===== src/design/did_pkg.sv =====
// did_pkg: shared constants of the digital input function decoder.
// assumes: included by name only, nothing imported.
package did_pkg;
   // ************************************************************
   // register offsets (byte addresses)
   // ************************************************************
   localparam logic [7:0] OFS_CTRL = 8'h00;
   localparam logic [7:0] OFS_EVCFG = 8'h04;
   localparam logic [7:0] OFS_TERMSEL = 8'h08;
   localparam logic [7:0] OFS_STATUS = 8'h0C;
   // ************************************************************
   // control mode parameter fields
   // ************************************************************
   localparam int MODE_LSB = 0;
   localparam int MODE_W = 4;
   localparam int TERM_DIGIT_LSB = 12;
   localparam logic [3:0] MODE_SPEED = 4'h2;
   localparam logic [3:0] MODE_TORQUE = 4'h4;
   localparam logic [3:0] TERM_USER = 4'h0;
   localparam logic [3:0] TERM_DEFAULT = 4'h1;
   localparam logic [15:0] CTRL_RST = 16'h0000;
   // ************************************************************
   // event config and terminal select fields
   // ************************************************************
   localparam int EV_N = 4;
   localparam int EV_ANY_LSB = 4;
   localparam logic [7:0] EVCFG_RST = 8'h00;
   localparam int SEL_W = 3;
   localparam int SEL_DO2_LSB = 0;
   localparam int SEL_DO3_LSB = 3;
   localparam int SEL_DO4_LSB = 6;
   localparam int SEL_DI4_LSB = 9;
   localparam logic [11:0] TERMSEL_RST = 12'h000;
   // recommended default sources when the top digit selects defaults
   localparam logic [2:0] DEF_DO2 = 3'h0;
   localparam logic [2:0] DEF_DO3 = 3'h1;
   localparam logic [2:0] DEF_DO4 = 3'h2;
   localparam logic [2:0] DEF_DI4 = 3'h0;
   localparam int POS_W = 6;
endpackage : did_pkg


===== src/design/did_decoder.sv =====
// did_decoder: assignable digital input function decoder of the servo drive.
// assumes: terminal pins are asynchronous; absolute transfer status and
// general output sources come from logic on sys_clk_in.
//
// Operation
// - in internal mode, trigger picks stored command from six select inputs
// - a state change on an event input starts a preset procedure
// - first-style enable enters absolute mode with its transfer signals
// - first-style mode fixes fourth input, second and third outputs
// - second-style enable enters absolute mode with its transfer signals
// - second-style mode fixes fourth input and, with first-style off, second to fourth outputs
// - origin clear clears the encoder multi-turn count
// - origin clear only acts while an absolute enable is on
// - stop input halts motion in internal mode
// - mode switch off gives pulse mode, on gives internal mode
// - speed or torque mode exchanges shared start and limit functions
// - top mode digit 0 uses user terminals, 1 uses defaults
`timescale 1ns/10ps
module did_decoder #(
   parameter int POS_W = did_pkg::POS_W,
   parameter int EV_N = did_pkg::EV_N
) (
   // clock and reset
   input wire logic sys_clk_in,
   input wire logic rstn_in,
   // register port
   input wire logic [7:0] reg_addr_in,
   input wire logic [31:0] reg_wdata_in,
   input wire logic reg_wr_in,
   input wire logic reg_rd_in,
   output logic [31:0] reg_rdata_out,
   // input terminals
   input wire logic [POS_W-1:0] position_select_in,
   input wire logic position_command_trigger_in,
   input wire logic [EV_N-1:0] event_trigger_input_in,
   input wire logic first_style_absolute_transfer_enable_in,
   input wire logic second_style_absolute_transfer_enable_in,
   input wire logic absolute_origin_clear_in,
   input wire logic stop_in,
   input wire logic position_mode_switch_in,
   input wire logic fourth_digital_input_in,
   input wire logic forward_start_input_in,
   input wire logic reverse_select_input_in,
   // drive-side sources
   input wire logic absolute_transfer_ready_in,
   input wire logic absolute_transfer_data_in,
   input wire logic absolute_transmit_ready_in,
   input wire logic absolute_data_bit_0_in,
   input wire logic absolute_data_bit_1_in,
   input wire logic [7:0] general_output_src_in,
   // decoded functions
   output logic [POS_W-1:0] position_index_out,
   output logic position_load_out,
   output logic [EV_N-1:0] event_start_out,
   output logic internal_command_position_mode_out,
   output logic stop_motion_out,
   output logic absolute_mode_out,
   output logic absolute_transfer_request_out,
   output logic multi_turn_clear_out,
   output logic [2:0] fourth_input_function_out,
   output logic fourth_input_level_out,
   output logic start_function_out,
   output logic limit_function_out,
   // output terminals
   output logic second_digital_output_out,
   output logic third_digital_output_out,
   output logic fourth_digital_output_out
);
   // ************************************************************
   // state
   // ************************************************************
   typedef struct packed {
      logic [15:0] ctrl;
      logic [7:0] evcfg;
      logic [11:0] termsel;
      logic [31:0] rdata;
      logic trig_prev;
      logic clr_prev;
      logic [EV_N-1:0] ev_prev;
      logic [POS_W-1:0] pos_idx;
      logic pos_load;
      logic [EV_N-1:0] ev_start;
      logic int_mode;
      logic stop_motion;
      logic abs_mode;
      logic abs_req;
      logic mt_clear;
      logic [2:0] di4_fn;
      logic di4_lvl;
      logic start_fn;
      logic limit_fn;
      logic do2;
      logic do3;
      logic do4;
   } did_state_t;

   did_state_t st_q;
   did_state_t st_d;

   localparam int PIN_W = POS_W + EV_N + 9;

   logic [PIN_W-1:0] pin_lvl;
   logic [POS_W-1:0] pos_s;
   logic trig_s;
   logic [EV_N-1:0] ev_s;
   logic first_style_absolute_transfer_enable_s;
   logic second_style_absolute_transfer_enable_s;
   logic clr_s;
   logic stop_s;
   logic msw_s;
   logic di4_s;
   logic fwd_s;
   logic rev_s;

   // ************************************************************
   // pin synchronisers
   // ************************************************************
   did_sync #(
      .W(PIN_W)
   ) u_sync (
      .sys_clk_in(sys_clk_in),
      .rstn_in(rstn_in),
      .pin_in({position_select_in, position_command_trigger_in,
               event_trigger_input_in, first_style_absolute_transfer_enable_in,
               second_style_absolute_transfer_enable_in, absolute_origin_clear_in,
               stop_in, position_mode_switch_in, fourth_digital_input_in,
               forward_start_input_in, reverse_select_input_in}),
      .level_out(pin_lvl)
   );

   assign {pos_s, trig_s, ev_s, first_style_absolute_transfer_enable_s, second_style_absolute_transfer_enable_s, clr_s, stop_s, msw_s, di4_s,
           fwd_s, rev_s} = pin_lvl;

   // ************************************************************
   // helpers
   // ************************************************************
   function automatic logic pick_src(input logic [7:0] src, input logic [2:0] sel);
      pick_src = src[sel];
   endfunction : pick_src

   function automatic logic [2:0] term_sel(input logic dflt, input logic [11:0] ts,
                                           input int lsb, input logic [2:0] def);
      term_sel = dflt ? def : ts[lsb +: did_pkg::SEL_W];
   endfunction : term_sel

   // ************************************************************
   // next state
   // ************************************************************
   logic [3:0] mode_dig;
   logic dflt;
   logic swap;
   logic [2:0] sel2;
   logic [2:0] sel3;
   logic [2:0] sel4;
   logic [EV_N-1:0] ev_chg;

   always_comb begin
      st_d = st_q;
      mode_dig = st_q.ctrl[did_pkg::MODE_LSB +: did_pkg::MODE_W];
      dflt = (st_q.ctrl[did_pkg::TERM_DIGIT_LSB +: 4] == did_pkg::TERM_DEFAULT);
      swap = (mode_dig == did_pkg::MODE_SPEED) || (mode_dig == did_pkg::MODE_TORQUE);
      sel2 = term_sel(dflt, st_q.termsel, did_pkg::SEL_DO2_LSB, did_pkg::DEF_DO2);
      sel3 = term_sel(dflt, st_q.termsel, did_pkg::SEL_DO3_LSB, did_pkg::DEF_DO3);
      sel4 = term_sel(dflt, st_q.termsel, did_pkg::SEL_DO4_LSB, did_pkg::DEF_DO4);
      // register writes
      if (reg_wr_in) begin
         if (reg_addr_in == did_pkg::OFS_CTRL) begin
            st_d.ctrl = reg_wdata_in[15:0];
         end else if (reg_addr_in == did_pkg::OFS_EVCFG) begin
            st_d.evcfg = reg_wdata_in[7:0];
         end else if (reg_addr_in == did_pkg::OFS_TERMSEL) begin
            st_d.termsel = reg_wdata_in[11:0];
         end
      end
      // register reads, answered in the next cycle only
      st_d.rdata = '0;
      if (reg_rd_in) begin
         if (reg_addr_in == did_pkg::OFS_CTRL) begin
            st_d.rdata = {16'h0000, st_q.ctrl};
         end else if (reg_addr_in == did_pkg::OFS_EVCFG) begin
            st_d.rdata = {24'h000000, st_q.evcfg};
         end else if (reg_addr_in == did_pkg::OFS_TERMSEL) begin
            st_d.rdata = {20'h00000, st_q.termsel};
         end else if (reg_addr_in == did_pkg::OFS_STATUS) begin
            st_d.rdata = {16'h0000, 6'h00, st_q.pos_idx, st_q.abs_mode,
                          st_q.stop_motion, st_q.int_mode, dflt};
         end
      end
      // edge memory
      st_d.trig_prev = trig_s;
      st_d.clr_prev = clr_s;
      st_d.ev_prev = ev_s;
      st_d.int_mode = msw_s;
      st_d.stop_motion = msw_s && stop_s;
      // position command selection on the trigger rising edge
      st_d.pos_load = 1'b0;
      if (msw_s && trig_s && !st_q.trig_prev) begin
         st_d.pos_idx = pos_s;
         st_d.pos_load = 1'b1;
      end
      // event triggers: enable mask, then any change or rising only
      ev_chg = ev_s ^ st_q.ev_prev;
      for (int i = 0; i < EV_N; i++) begin
         st_d.ev_start[i] = st_q.evcfg[i] && ev_chg[i] &&
                            (st_q.evcfg[did_pkg::EV_ANY_LSB + i] || ev_s[i]);
      end
      // absolute transfer modes
      st_d.abs_mode = first_style_absolute_transfer_enable_s || second_style_absolute_transfer_enable_s;
      st_d.abs_req = (first_style_absolute_transfer_enable_s || second_style_absolute_transfer_enable_s) && di4_s;
      st_d.mt_clear = (first_style_absolute_transfer_enable_s || second_style_absolute_transfer_enable_s) && clr_s && !st_q.clr_prev;
      st_d.di4_fn = term_sel(dflt, st_q.termsel, did_pkg::SEL_DI4_LSB, did_pkg::DEF_DI4);
      // a fixed transfer role takes the fourth input away from its assigned use
      st_d.di4_lvl = !(first_style_absolute_transfer_enable_s || second_style_absolute_transfer_enable_s) && di4_s;
      st_d.start_fn = swap ? rev_s : fwd_s;
      st_d.limit_fn = swap ? fwd_s : rev_s;
      if (first_style_absolute_transfer_enable_s) begin
         st_d.do2 = absolute_transfer_ready_in;
         st_d.do3 = absolute_transfer_data_in;
         st_d.do4 = pick_src(general_output_src_in, sel4);
      end else if (second_style_absolute_transfer_enable_s) begin
         st_d.do2 = absolute_transmit_ready_in;
         st_d.do3 = absolute_data_bit_0_in;
         st_d.do4 = absolute_data_bit_1_in;
      end else begin
         st_d.do2 = pick_src(general_output_src_in, sel2);
         st_d.do3 = pick_src(general_output_src_in, sel3);
         st_d.do4 = pick_src(general_output_src_in, sel4);
      end
   end

   always_ff @(posedge sys_clk_in) begin
      if (!rstn_in) begin
         st_q <= '0;
         st_q.ctrl <= did_pkg::CTRL_RST;
         st_q.evcfg <= did_pkg::EVCFG_RST;
         st_q.termsel <= did_pkg::TERMSEL_RST;
      end else begin
         st_q <= st_d;
      end
   end

   // ************************************************************
   // outputs
   // ************************************************************
   assign reg_rdata_out = st_q.rdata;
   assign position_index_out = st_q.pos_idx;
   assign position_load_out = st_q.pos_load;
   assign event_start_out = st_q.ev_start;
   assign internal_command_position_mode_out = st_q.int_mode;
   assign stop_motion_out = st_q.stop_motion;
   assign absolute_mode_out = st_q.abs_mode;
   assign absolute_transfer_request_out = st_q.abs_req;
   assign multi_turn_clear_out = st_q.mt_clear;
   assign fourth_input_function_out = st_q.di4_fn;
   assign fourth_input_level_out = st_q.di4_lvl;
   assign start_function_out = st_q.start_fn;
   assign limit_function_out = st_q.limit_fn;
   assign second_digital_output_out = st_q.do2;
   assign third_digital_output_out = st_q.do3;
   assign fourth_digital_output_out = st_q.do4;

   // ************************************************************
   // checks
   // ************************************************************
   property p_pos_load;
      @(posedge sys_clk_in) disable iff (!rstn_in)
      (msw_s && trig_s && !st_q.trig_prev) |=> (position_load_out &&
         position_index_out == $past(pos_s));
   endproperty
   a_pos_load: assert property (p_pos_load)
      else $error("trigger edge did not latch the position index");

   property p_pos_hold;
      @(posedge sys_clk_in) disable iff (!rstn_in)
      !position_load_out |-> $stable(position_index_out);
   endproperty
   a_pos_hold: assert property (p_pos_hold)
      else $error("position index moved without a trigger edge");

   property p_ev;
      @(posedge sys_clk_in) disable iff (!rstn_in)
      (st_q.evcfg[0] && (ev_s[0] != st_q.ev_prev[0]) && st_q.evcfg[EV_N])
      |=> event_start_out[0];
   endproperty
   a_ev: assert property (p_ev)
      else $error("event change not reported");

   property p_abs_enter;
      @(posedge sys_clk_in) disable iff (!rstn_in)
      (first_style_absolute_transfer_enable_s || second_style_absolute_transfer_enable_s) |=> absolute_mode_out;
   endproperty
   a_abs_enter: assert property (p_abs_enter)
      else $error("absolute mode not entered");

   property p_first_fix;
      @(posedge sys_clk_in) disable iff (!rstn_in)
      first_style_absolute_transfer_enable_s |=> (second_digital_output_out == $past(absolute_transfer_ready_in)
         && third_digital_output_out == $past(absolute_transfer_data_in));
   endproperty
   a_first_fix: assert property (p_first_fix)
      else $error("first-style outputs not fixed");

   property p_second_fix;
      @(posedge sys_clk_in) disable iff (!rstn_in)
      (second_style_absolute_transfer_enable_s && !first_style_absolute_transfer_enable_s) |=> (fourth_digital_output_out ==
         $past(absolute_data_bit_1_in));
   endproperty
   a_second_fix: assert property (p_second_fix)
      else $error("second-style data bit 1 not on fourth output");

   property p_clr_gate;
      @(posedge sys_clk_in) disable iff (!rstn_in)
      !(first_style_absolute_transfer_enable_s || second_style_absolute_transfer_enable_s) |=> !multi_turn_clear_out;
   endproperty
   a_clr_gate: assert property (p_clr_gate)
      else $error("origin clear acted outside absolute mode");

   property p_clr_act;
      @(posedge sys_clk_in) disable iff (!rstn_in)
      ((first_style_absolute_transfer_enable_s || second_style_absolute_transfer_enable_s) && clr_s && !st_q.clr_prev) |=> multi_turn_clear_out;
   endproperty
   a_clr_act: assert property (p_clr_act)
      else $error("origin clear edge in absolute mode did not clear the count");

   property p_int_mode;
      @(posedge sys_clk_in) disable iff (!rstn_in)
      msw_s |=> internal_command_position_mode_out;
   endproperty
   a_int_mode: assert property (p_int_mode)
      else $error("mode switch on did not select internal mode");

   property p_stop;
      @(posedge sys_clk_in) disable iff (!rstn_in)
      stop_motion_out |-> $past(msw_s) && $past(stop_s);
   endproperty
   a_stop: assert property (p_stop)
      else $error("stop outside internal mode");

   property p_swap;
      @(posedge sys_clk_in) disable iff (!rstn_in)
      swap ##1 swap |-> start_function_out == $past(rev_s);
   endproperty
   a_swap: assert property (p_swap)
      else $error("start and limit not exchanged");
endmodule : did_decoder


===== src/design/did_sync.sv =====
// did_sync: three-stage pin synchroniser with agreement filter.
// assumes: pins are asynchronous to sys_clk_in; reset is synchronous.
`timescale 1ns/10ps
module did_sync #(
   parameter int W = 1
) (
   // clock and reset
   input wire logic sys_clk_in,
   input wire logic rstn_in,
   // pins and filtered levels
   input wire logic [W-1:0] pin_in,
   output logic [W-1:0] level_out
);
   typedef struct packed {
      logic [W-1:0] s1;
      logic [W-1:0] s2;
      logic [W-1:0] s3;
      logic [W-1:0] val;
   } did_sync_t;

   did_sync_t st_q;
   did_sync_t st_d;

   always_comb begin
      st_d = st_q;
      st_d.s1 = pin_in;
      st_d.s2 = st_q.s1;
      st_d.s3 = st_q.s2;
      // a bit moves only once stages two and three agree
      for (int i = 0; i < W; i++) begin
         if (st_q.s2[i] == st_q.s3[i]) begin
            st_d.val[i] = st_q.s3[i];
         end
      end
   end

   always_ff @(posedge sys_clk_in) begin
      if (!rstn_in) begin
         st_q <= '0;
      end else begin
         st_q <= st_d;
      end
   end

   assign level_out = st_q.val;
endmodule : did_sync


===== config.mk =====
export PLATFORM = sky130hd
export DESIGN_NAME = did_decoder
export DESIGN_NICKNAME = d
export VERILOG_FILES = /design/src/design/did_pkg.sv /design/src/design/did_decoder.sv /design/src/design/did_sync.sv
export SDC_FILE = /design/constraint.sdc
export NUM_CORES = 1
export LEC_CHECK = 0
export ABC_CLOCK_PERIOD_IN_PS = 1680
export BUFFER_PORTS_ARGS = -buffer_cell sky130_fd_sc_hd__buf_2
export CAP_MARGIN = 20
export CORE_AREA = 8 8 120 122
export CTS_CLUSTER_DIAMETER = 60
export DETAILED_ROUTE_END_ITERATION = 16
export DIE_AREA = 0 0 128 130
export GPL_TIMING_DRIVEN = 1
export PLACE_DENSITY = 0.79
export SLEW_MARGIN = 20
export SYNTH_ARGS = -nofsm -noshare
export SYNTH_HDL_FRONTEND = slang
export SYNTH_SLANG_ARGS = --single-unit

===== constraint.sdc =====
create_clock -name sys_clk_in -period 1.68 [get_ports sys_clk_in]
set_clock_uncertainty 0.15 [all_clocks]
set_input_delay 0.336 -clock sys_clk_in [delete_from_list [all_inputs] [get_ports sys_clk_in]]
set_output_delay 0.336 -clock sys_clk_in [all_outputs]
set_load 0.05 [all_outputs]

**Yosys cells after proc, flatten, opt, wreduce, memory -nomap -nowiden**

Cells that the tools add are included.

- $add $sub $neg: 0
- Multipliers: 0
- Divide/modulo/power cells: 0
- $lt $le $gt $ge: 3
- Equal/unequal tests: 25
- Shift-type cells: 0
- Mux-type cells: 18
- Bitwise operators: 5
- Reduce and logical (&&, ||, !) cells: 31

Operator list:

| cell | number |
|---|---|
| 12-bit two-way mux | 2 |
| 1-bit equality test | 19 |
| 8-bit by 4-bit equality test with 1-bit output, second input constant | 2 |
| 16-bit two-way mux | 1 |
| 1-bit logical AND | 15 |
| 3-bit two-way mux | 5 |
| 3-bit by 4-bit < comparator with 1-bit output, second input constant | 3 |
| 10-bit two-way mux | 1 |
| 1-bit binary-select mux with 3-bit select | 3 |
| 8-bit by 3-bit equality test with 1-bit output, second input constant | 1 |
| 8-bit logical NOT | 1 |
| 1-bit logical OR | 6 |
| 1-bit two-way mux | 6 |
| 5-bit OR reduction | 1 |
| 4-bit by 1-bit equality test with 1-bit output, second input constant | 1 |
| 4-bit by 2-bit equality test with 1-bit output, second input constant | 1 |
| 4-bit by 3-bit equality test with 1-bit output, second input constant | 1 |
| 1-bit inverter | 4 |
| 2-bit AND reduction | 2 |
| 4-bit AND reduction | 1 |
| 4-bit bitwise XOR | 1 |
| 1-bit logical NOT | 3 |
| 3-bit AND reduction | 1 |
| 2-bit OR reduction | 1 |

- Bits in registers: 175
- Bits in latches: 0
- RAM bits: 0
- Bits in read-only memories: 0
- Input port bits: 76
- Output and inout bits: 57
- Logic and storage cells: 127
- Memories kept: 0

**Logic depth before layout (Yosys ltp)**

- Word-level depth: 6
- Depth in mapped cells: 6
- Depth with buffers taken out: 4

**By module**

A second synthesis with hierarchy kept.

- Cell total of the unflattened synthesis: 581
- Area, all modules: 6068.3 µm²

By module, submodules not included:

| module | times used | cells an instance | area an instance (µm²) | sequential area each (µm²) |
|---|---|---|---|---|
| did_decoder | 1 | 364 | 3631.0 | 1661.6 |
| did_sync | 1 | 217 | 2437.3 | 1521.5 |

**Worst setup path before layout**

Ideal clock, no wire load.

- Path type: in2reg
- From: in reg_addr_in[5]
- To: reg st_q (netlist bit reg_rdata_out[4])
- Setup time: 84 ps
- Arrival: 1545 ps
- Data required time: 1446 ps
- Path slack: -99 ps
- Cell stages on the path: 5
- Buffers on the path: 1
- Cell sequence: or4_4 nor4_4 buf_2 nand2_1 o31ai_2

- Word-level cells in the longest chain between the ends: 5
- Elaborated cells between the ends (all ways): 8
- Classes of those cells: eq/ne: 3; mux: 4; reduce/logical: 1

RTL lines:

| element | line | source |
|---|---|---|
| start: declaration | did_decoder.sv:27 | `input wire logic [7:0] reg_addr_in,` |
| 8-bit by 4-bit equality test with 1-bit output | did_decoder.sv:184 | `end else if (reg_addr_in == did_pkg::OFS_STATUS) begin` |
| 10-bit two-way mux | did_decoder.sv:184 |  |
| 12-bit two-way mux | did_decoder.sv:182 | `end else if (reg_addr_in == did_pkg::OFS_TERMSEL) begin` |
| 12-bit two-way mux | did_decoder.sv:180 | `end else if (reg_addr_in == did_pkg::OFS_EVCFG) begin` |
| 16-bit two-way mux (*) | did_decoder.sv:178 | `if (reg_addr_in == did_pkg::OFS_CTRL) begin` |
| end signal: assignment | did_decoder.sv:238 | `st_q <= st_d;` |
| end: declaration | did_decoder.sv:97 | `did_state_t st_q;` |

Mark *: on every way between the ends. The rest lies on a longest branch, timed or not.
A chain may end at the register's enable or synchronous reset.

**Final worst setup path**

- From: reg st_q[96] in the netlist's numbering
- To: reg st_q (netlist bit third_digital_output_out)

- Word-level cells in the longest chain between the ends: 6

RTL lines:

| element | line | source |
|---|---|---|
| 4-bit by 1-bit equality test with 1-bit output | did_decoder.sv:160 | `dflt = (st_q.ctrl[did_pkg::TERM_DIGIT_LSB +: 4] == did_pkg::TERM_DEFAULT);` |
| 3-bit two-way mux | did_decoder.sv:143 | `term_sel = dflt ? def : ts[lsb +: did_pkg::SEL_W];` |
| 1-bit binary-select mux with 3-bit select | did_decoder.sv:138 | `pick_src = src[sel];` |
| 1-bit two-way mux (not written as such) | did_decoder.sv:138 |  |
| 3-bit two-way mux | did_decoder.sv:220 | `end else if (second_style_absolute_transfer_enable_s) begin` |
| 3-bit two-way mux | did_decoder.sv:216 | `if (first_style_absolute_transfer_enable_s) begin` |

No other way between the ends. The select of a mux whose other input is x is not followed.

==> tab_implementation.tex <==
\begin{tabular}{lr}
\hline
Metric & Value \\
\hline
\multicolumn{2}{l}{\textbf{GRT}} \\
Maximum number of pins on one net before global-route repair & 63 \\
First-pass GRT wire length & 20,700 um \\
Via count of the first global-routing pass & 4,214 \\
Remaining global-route overflow & 0 \\
Total track usage & 0.162 \\
Number of antenna violations at the first check in global routing & 2 \\
\multicolumn{2}{l}{\textbf{Clock network}} \\
TritonCTS clock tree & built \\
Clock tree buffer depth & 2 \\
Clock slew seen by the registers of the worst setup and hold paths & 0.06 ns \\
Worst-skew pair later-pin latency & 0.42 ns \\
Clock root buffer master & sky130\_fd\_sc\_hd\_\_clkbuf\_16 \\
Number of buffers created by CTS & 17 \\
H-tree depth & 4 \\
Number of sinks handled by clock tree synthesis & 159 \\
\multicolumn{2}{l}{\textbf{Yosys}} \\
Number of enable flip-flop cells after synthesis & 0 \\
Most common flop cell mapped by yosys & sky130\_fd\_sc\_hd\_\_dfxtp\_1 \\
Sequential fraction of the synthesis area & 0.547 \\
Synthesis-stage register bit count & 159 \\
Async set or reset register ratio after synthesis & 0 \\
Summed instance area of the synthesized netlist & 0.00582 mm\^{}2 \\
Count of synthesis-stage warnings from yosys & 0 \\
Area share of the largest cell type after synthesis & 0.547 \\
Largest cells by area after synthesis & sky130\_fd\_sc\_hd\_\_dfxtp\_1 55\%, sky130\_fd\_sc\_hd\_\_mux2i\_1 10\%, sky130\_fd\_sc\_hd\_\_and2\_1 7.7\%, sky130\_fd\_sc\_hd\_\_buf\_4 5.8\%, sky130\_fd\_sc\_hd\_\_nor2\_1 3.7\% \\
Count of unique library cells instantiated by Yosys & 47 \\
Synth area leader & sky130\_fd\_sc\_hd\_\_dfxtp\_1 \\
Synthesized area per cell & 10.3 um\^{}2 \\
Cells after synthesis & 568 \\
\multicolumn{2}{l}{\textbf{Critical path}} \\
Worst setup EP type & register \\
Critical register-to-register path endpoint & third\_digital\_output\_out \\
Origin of the critical flop-to-flop path & st\_q[96] \\
Timing startpoint of the critical path & st\_q[96] \\
Worst reg2reg setup slack & -0.02 ns \\
Count of cells along the worst register-to-register path & 7 \\
Crit Path Class & register to register \\
Timing endpoint of the critical path & third\_digital\_output\_out \\
Type of element launching the critical path & register \\
Crit path required time & 1.82 ns \\
Critical-path maximum fanout & 5 \\
Data arrival time of the worst path & 1.83 ns \\
\multicolumn{2}{l}{\textbf{STA}} \\
Final number of setup-violating endpoints & 1 \\
Part of the cycle the worst path needs & 1.01 \\
Fin Setup TNS & -0.0159 ns \\
Time the final worst path needs with I/O delays and setup & 1.70 ns \\
Slew Limit Fails & 0 \\
Maximum clock frequency & 590 MHz \\
Final critical-path setup slack & -0.0159 ns \\
RSZ-0062 raised after global routing & yes \\
Final hold violation count & 0 \\
\multicolumn{2}{l}{\textbf{Outcome}} \\
Outcome & complete, but fails checks \\
Violated checks & setup timing \\
\multicolumn{2}{l}{\textbf{Route}} \\
Count of routing violations after the opening detailed-route iteration & 262 \\
Post-route ant nets & 0 \\
Total vias in the final route & 4,226 \\
Total iterations of the first detailed-routing run & 5 \\
DRC viols & 0 \\
Via count normalized by instance count & 4.85 \\
Routed WL per cell & 15.0 um \\
DRT Wirelength & 13,000 um \\
\multicolumn{2}{l}{\textbf{Layout}} \\
Share of final-layout standard cells stronger than drive strength 1 & 0.255 \\
Commonest non-fill, non-tap cell in the layout & sky130\_fd\_sc\_hd\_\_dfxtp\_1 \\
Antenna diode count & 0 \\
Post-route cell area & 0.00729 mm\^{}2 \\
Sequential Area & 0.00319 mm\^{}2 \\
P\&R area growth vs syn & 25.1\% \\
Highest-count cells in the layout ignoring fill and taps & 157 x sky130\_fd\_sc\_hd\_\_dfxtp\_1, 99 x sky130\_fd\_sc\_hd\_\_buf\_2, 72 x sky130\_fd\_sc\_hd\_\_and2\_1, 59 x sky130\_fd\_sc\_hd\_\_mux2i\_1, 57 x sky130\_fd\_sc\_hd\_\_nor2\_1 \\
Count of fill cells added during filler insertion & 1,048 \\
Multi-input gate area & 0.00229 mm\^{}2 \\
Final net count & 762 \\
\multicolumn{2}{l}{\textbf{Floorplanning}} \\
Overall die area & 0.0166 mm\^{}2 \\
Number of top-level design ports & 133 \\
Overall die height & 130 um \\
Effective utilization at floorplan & 0.469 \\
Number of core rows & 41 \\
Chip Width & 128 um \\
Core Box Area & 0.0124 mm\^{}2 \\
\multicolumn{2}{l}{\textbf{Placed design}} \\
Estimated wirelength of the detail-placed design & 9610 um \\
Quantity of I/O buffers inserted on ports & 100 \\
Cell area reported after detailed placement & 0.00644 mm\^{}2 \\
Placer's final routability congestion estimate & 0.891 \\
\multicolumn{2}{l}{\textbf{Power}} \\
Peak VDD IR & 0.660 mV \\
Total power of the final layout & 8130 uW \\
Power Dens Cells & 1120 mW/mm\^{}2 \\
P\_leak & 0.00342 uW \\
\multicolumn{2}{l}{\textbf{Worst hold path}} \\
Path category of the worst min-delay check & primary input to register \\
\multicolumn{2}{l}{\textbf{Run}} \\
Number of violations of the max-capacitance limit & 0 \\
\hline
\end{tabular}
==> what timing repair did <==
| action | in CTS | in global routing |
|---|---|---|
| hold buffers | 19 | 0 |
| resized for setup | 4 | 6 |
| endpoints found under the setup margin | 4 | 3 |
| pin swaps | 0 | 2 |
| endpoints found under the hold margin | 19 | 0 |
| setup buffers | 2 | 0 |
| gates cloned | 0 | 0 |
==> metrics by stage <==
| stage | util | cells | hold WS (ns) | setup WS (ns) |
|---|---|---|---|---|
| global placement | 0.519 | 818 | 0.265 | -0.248 |
| finish | 0.587 | 871 | 0.0191 | -0.0159 |
| global route | 0.587 | 871 | 0.0186 | -0.0686 |
| CTS | 0.586 | 871 | 0.00453 | 0.00869 |
| detailed placement | 0.519 | 818 | 0.269 | -0.301 |
| floorplan | - | 583 | 0.262 | -0.0677 |
==> report_power, final <==
part	internal (uW)	switching, uW
Combinational	171	252
Sequential	3830	21.9
Clock	2420	1430
==> state kept, by name, indices dropped and copies added (netlist names) <==
register	cells
absolute_transfer_request_out	1
position_index_out	6
u_sync.st_q	19
start_function_out	1
limit_function_out	1
mode_dig	4
third_digital_output_out	1
u_sync.st_d	38
position_load_out	1
stop_motion_out	1
fourth_digital_output_out	1
absolute_mode_out	1
reg_rdata_out	16
fourth_input_function_out	3
second_digital_output_out	1
st_q	38
u_sync.level_out	19
fourth_input_level_out	1
internal_command_position_mode_out	1
multi_turn_clear_out	1
event_start_out	4
==> worst min path at each step <==
stage | start | endpoint | slack [ns] | depth (start not counted)
after CTS | reg_wdata_in[12] | st_q[95] | 0.005 | 3
after detailed placement | u_sync.st_d[55] | u_sync.st_d[36] | 0.27 | 1
after global placement | u_sync.st_d[55] | u_sync.st_d[36] | 0.27 | 1
after global routing | reg_wdata_in[10] | st_q[93] | 0.02 | 3
after floorplan | u_sync.st_d[38] | u_sync.st_d[19] | 0.26 | 1
final | reg_wdata_in[12] | st_q[95] | 0.02 | 3
==> cells by family after synthesis <==
group | synth area share
DFF | 0.547
AOI/OAI and AO/OA | 0.0774
xor gates and xnor gates | 0.00150
muxes | 0.113
other | 0.000644
and+or+nand+nor | 0.185
buffers and inverters | 0.0761
==> area by class of cell <==
type                    count  area share
clock buffers              23      0.0642
clock inverters             9      0.0182
inverters                   3     0.00155
multi-input cells         353       0.314
flip-flops and latches    159       0.437
well taps                 172      0.0295
repair buffers            152       0.135
==> Yosys cell counts, drive strengths merged, types with 2 or more instances <==
master and n:
dfxtp 159, and2 72, mux2i 59, nor2 57
buf 53, nand2 36, o21ai 26, a21oi 25
clkbuf 15, and3 9, nor4 4, a22o 3
inv 3, mux4 3, nor3 3, o211ai 3
o22ai 3, o31ai 3, or3 3, a211oi 2
a21o 2, a31oi 2, a32oi 2, nand3 2
nand4b 2, nor3b 2, nor4b 2
==> layer usage <==
| layer | global-route usage | share of wire | up-vias |
|---|---|---|---|
| met1 | 0.182 | 0.43 | 1986 |
| met3 | 0.0657 | 0.073 | 15 |
| met4 | 0.0580 | 0.0093 | 4 |
| met5 | 0 | 0.0015 | - |
| met2 | 0.274 | 0.48 | 120 |
| li1 | - | - | 2101 |
==> worst max-delay path, stage by stage (launching register included) <==
cell	delay (ns)
sky130_fd_sc_hd__dfxtp_2	0.33
sky130_fd_sc_hd__buf_4	0.14
sky130_fd_sc_hd__nor4b_4	0.25
sky130_fd_sc_hd__buf_4	0.18
sky130_fd_sc_hd__buf_4	0.13
sky130_fd_sc_hd__a211oi_1	0.05
sky130_fd_sc_hd__a21oi_1	0.18
sky130_fd_sc_hd__o221ai_2	0.14
(Power assumes the default switching activity.)
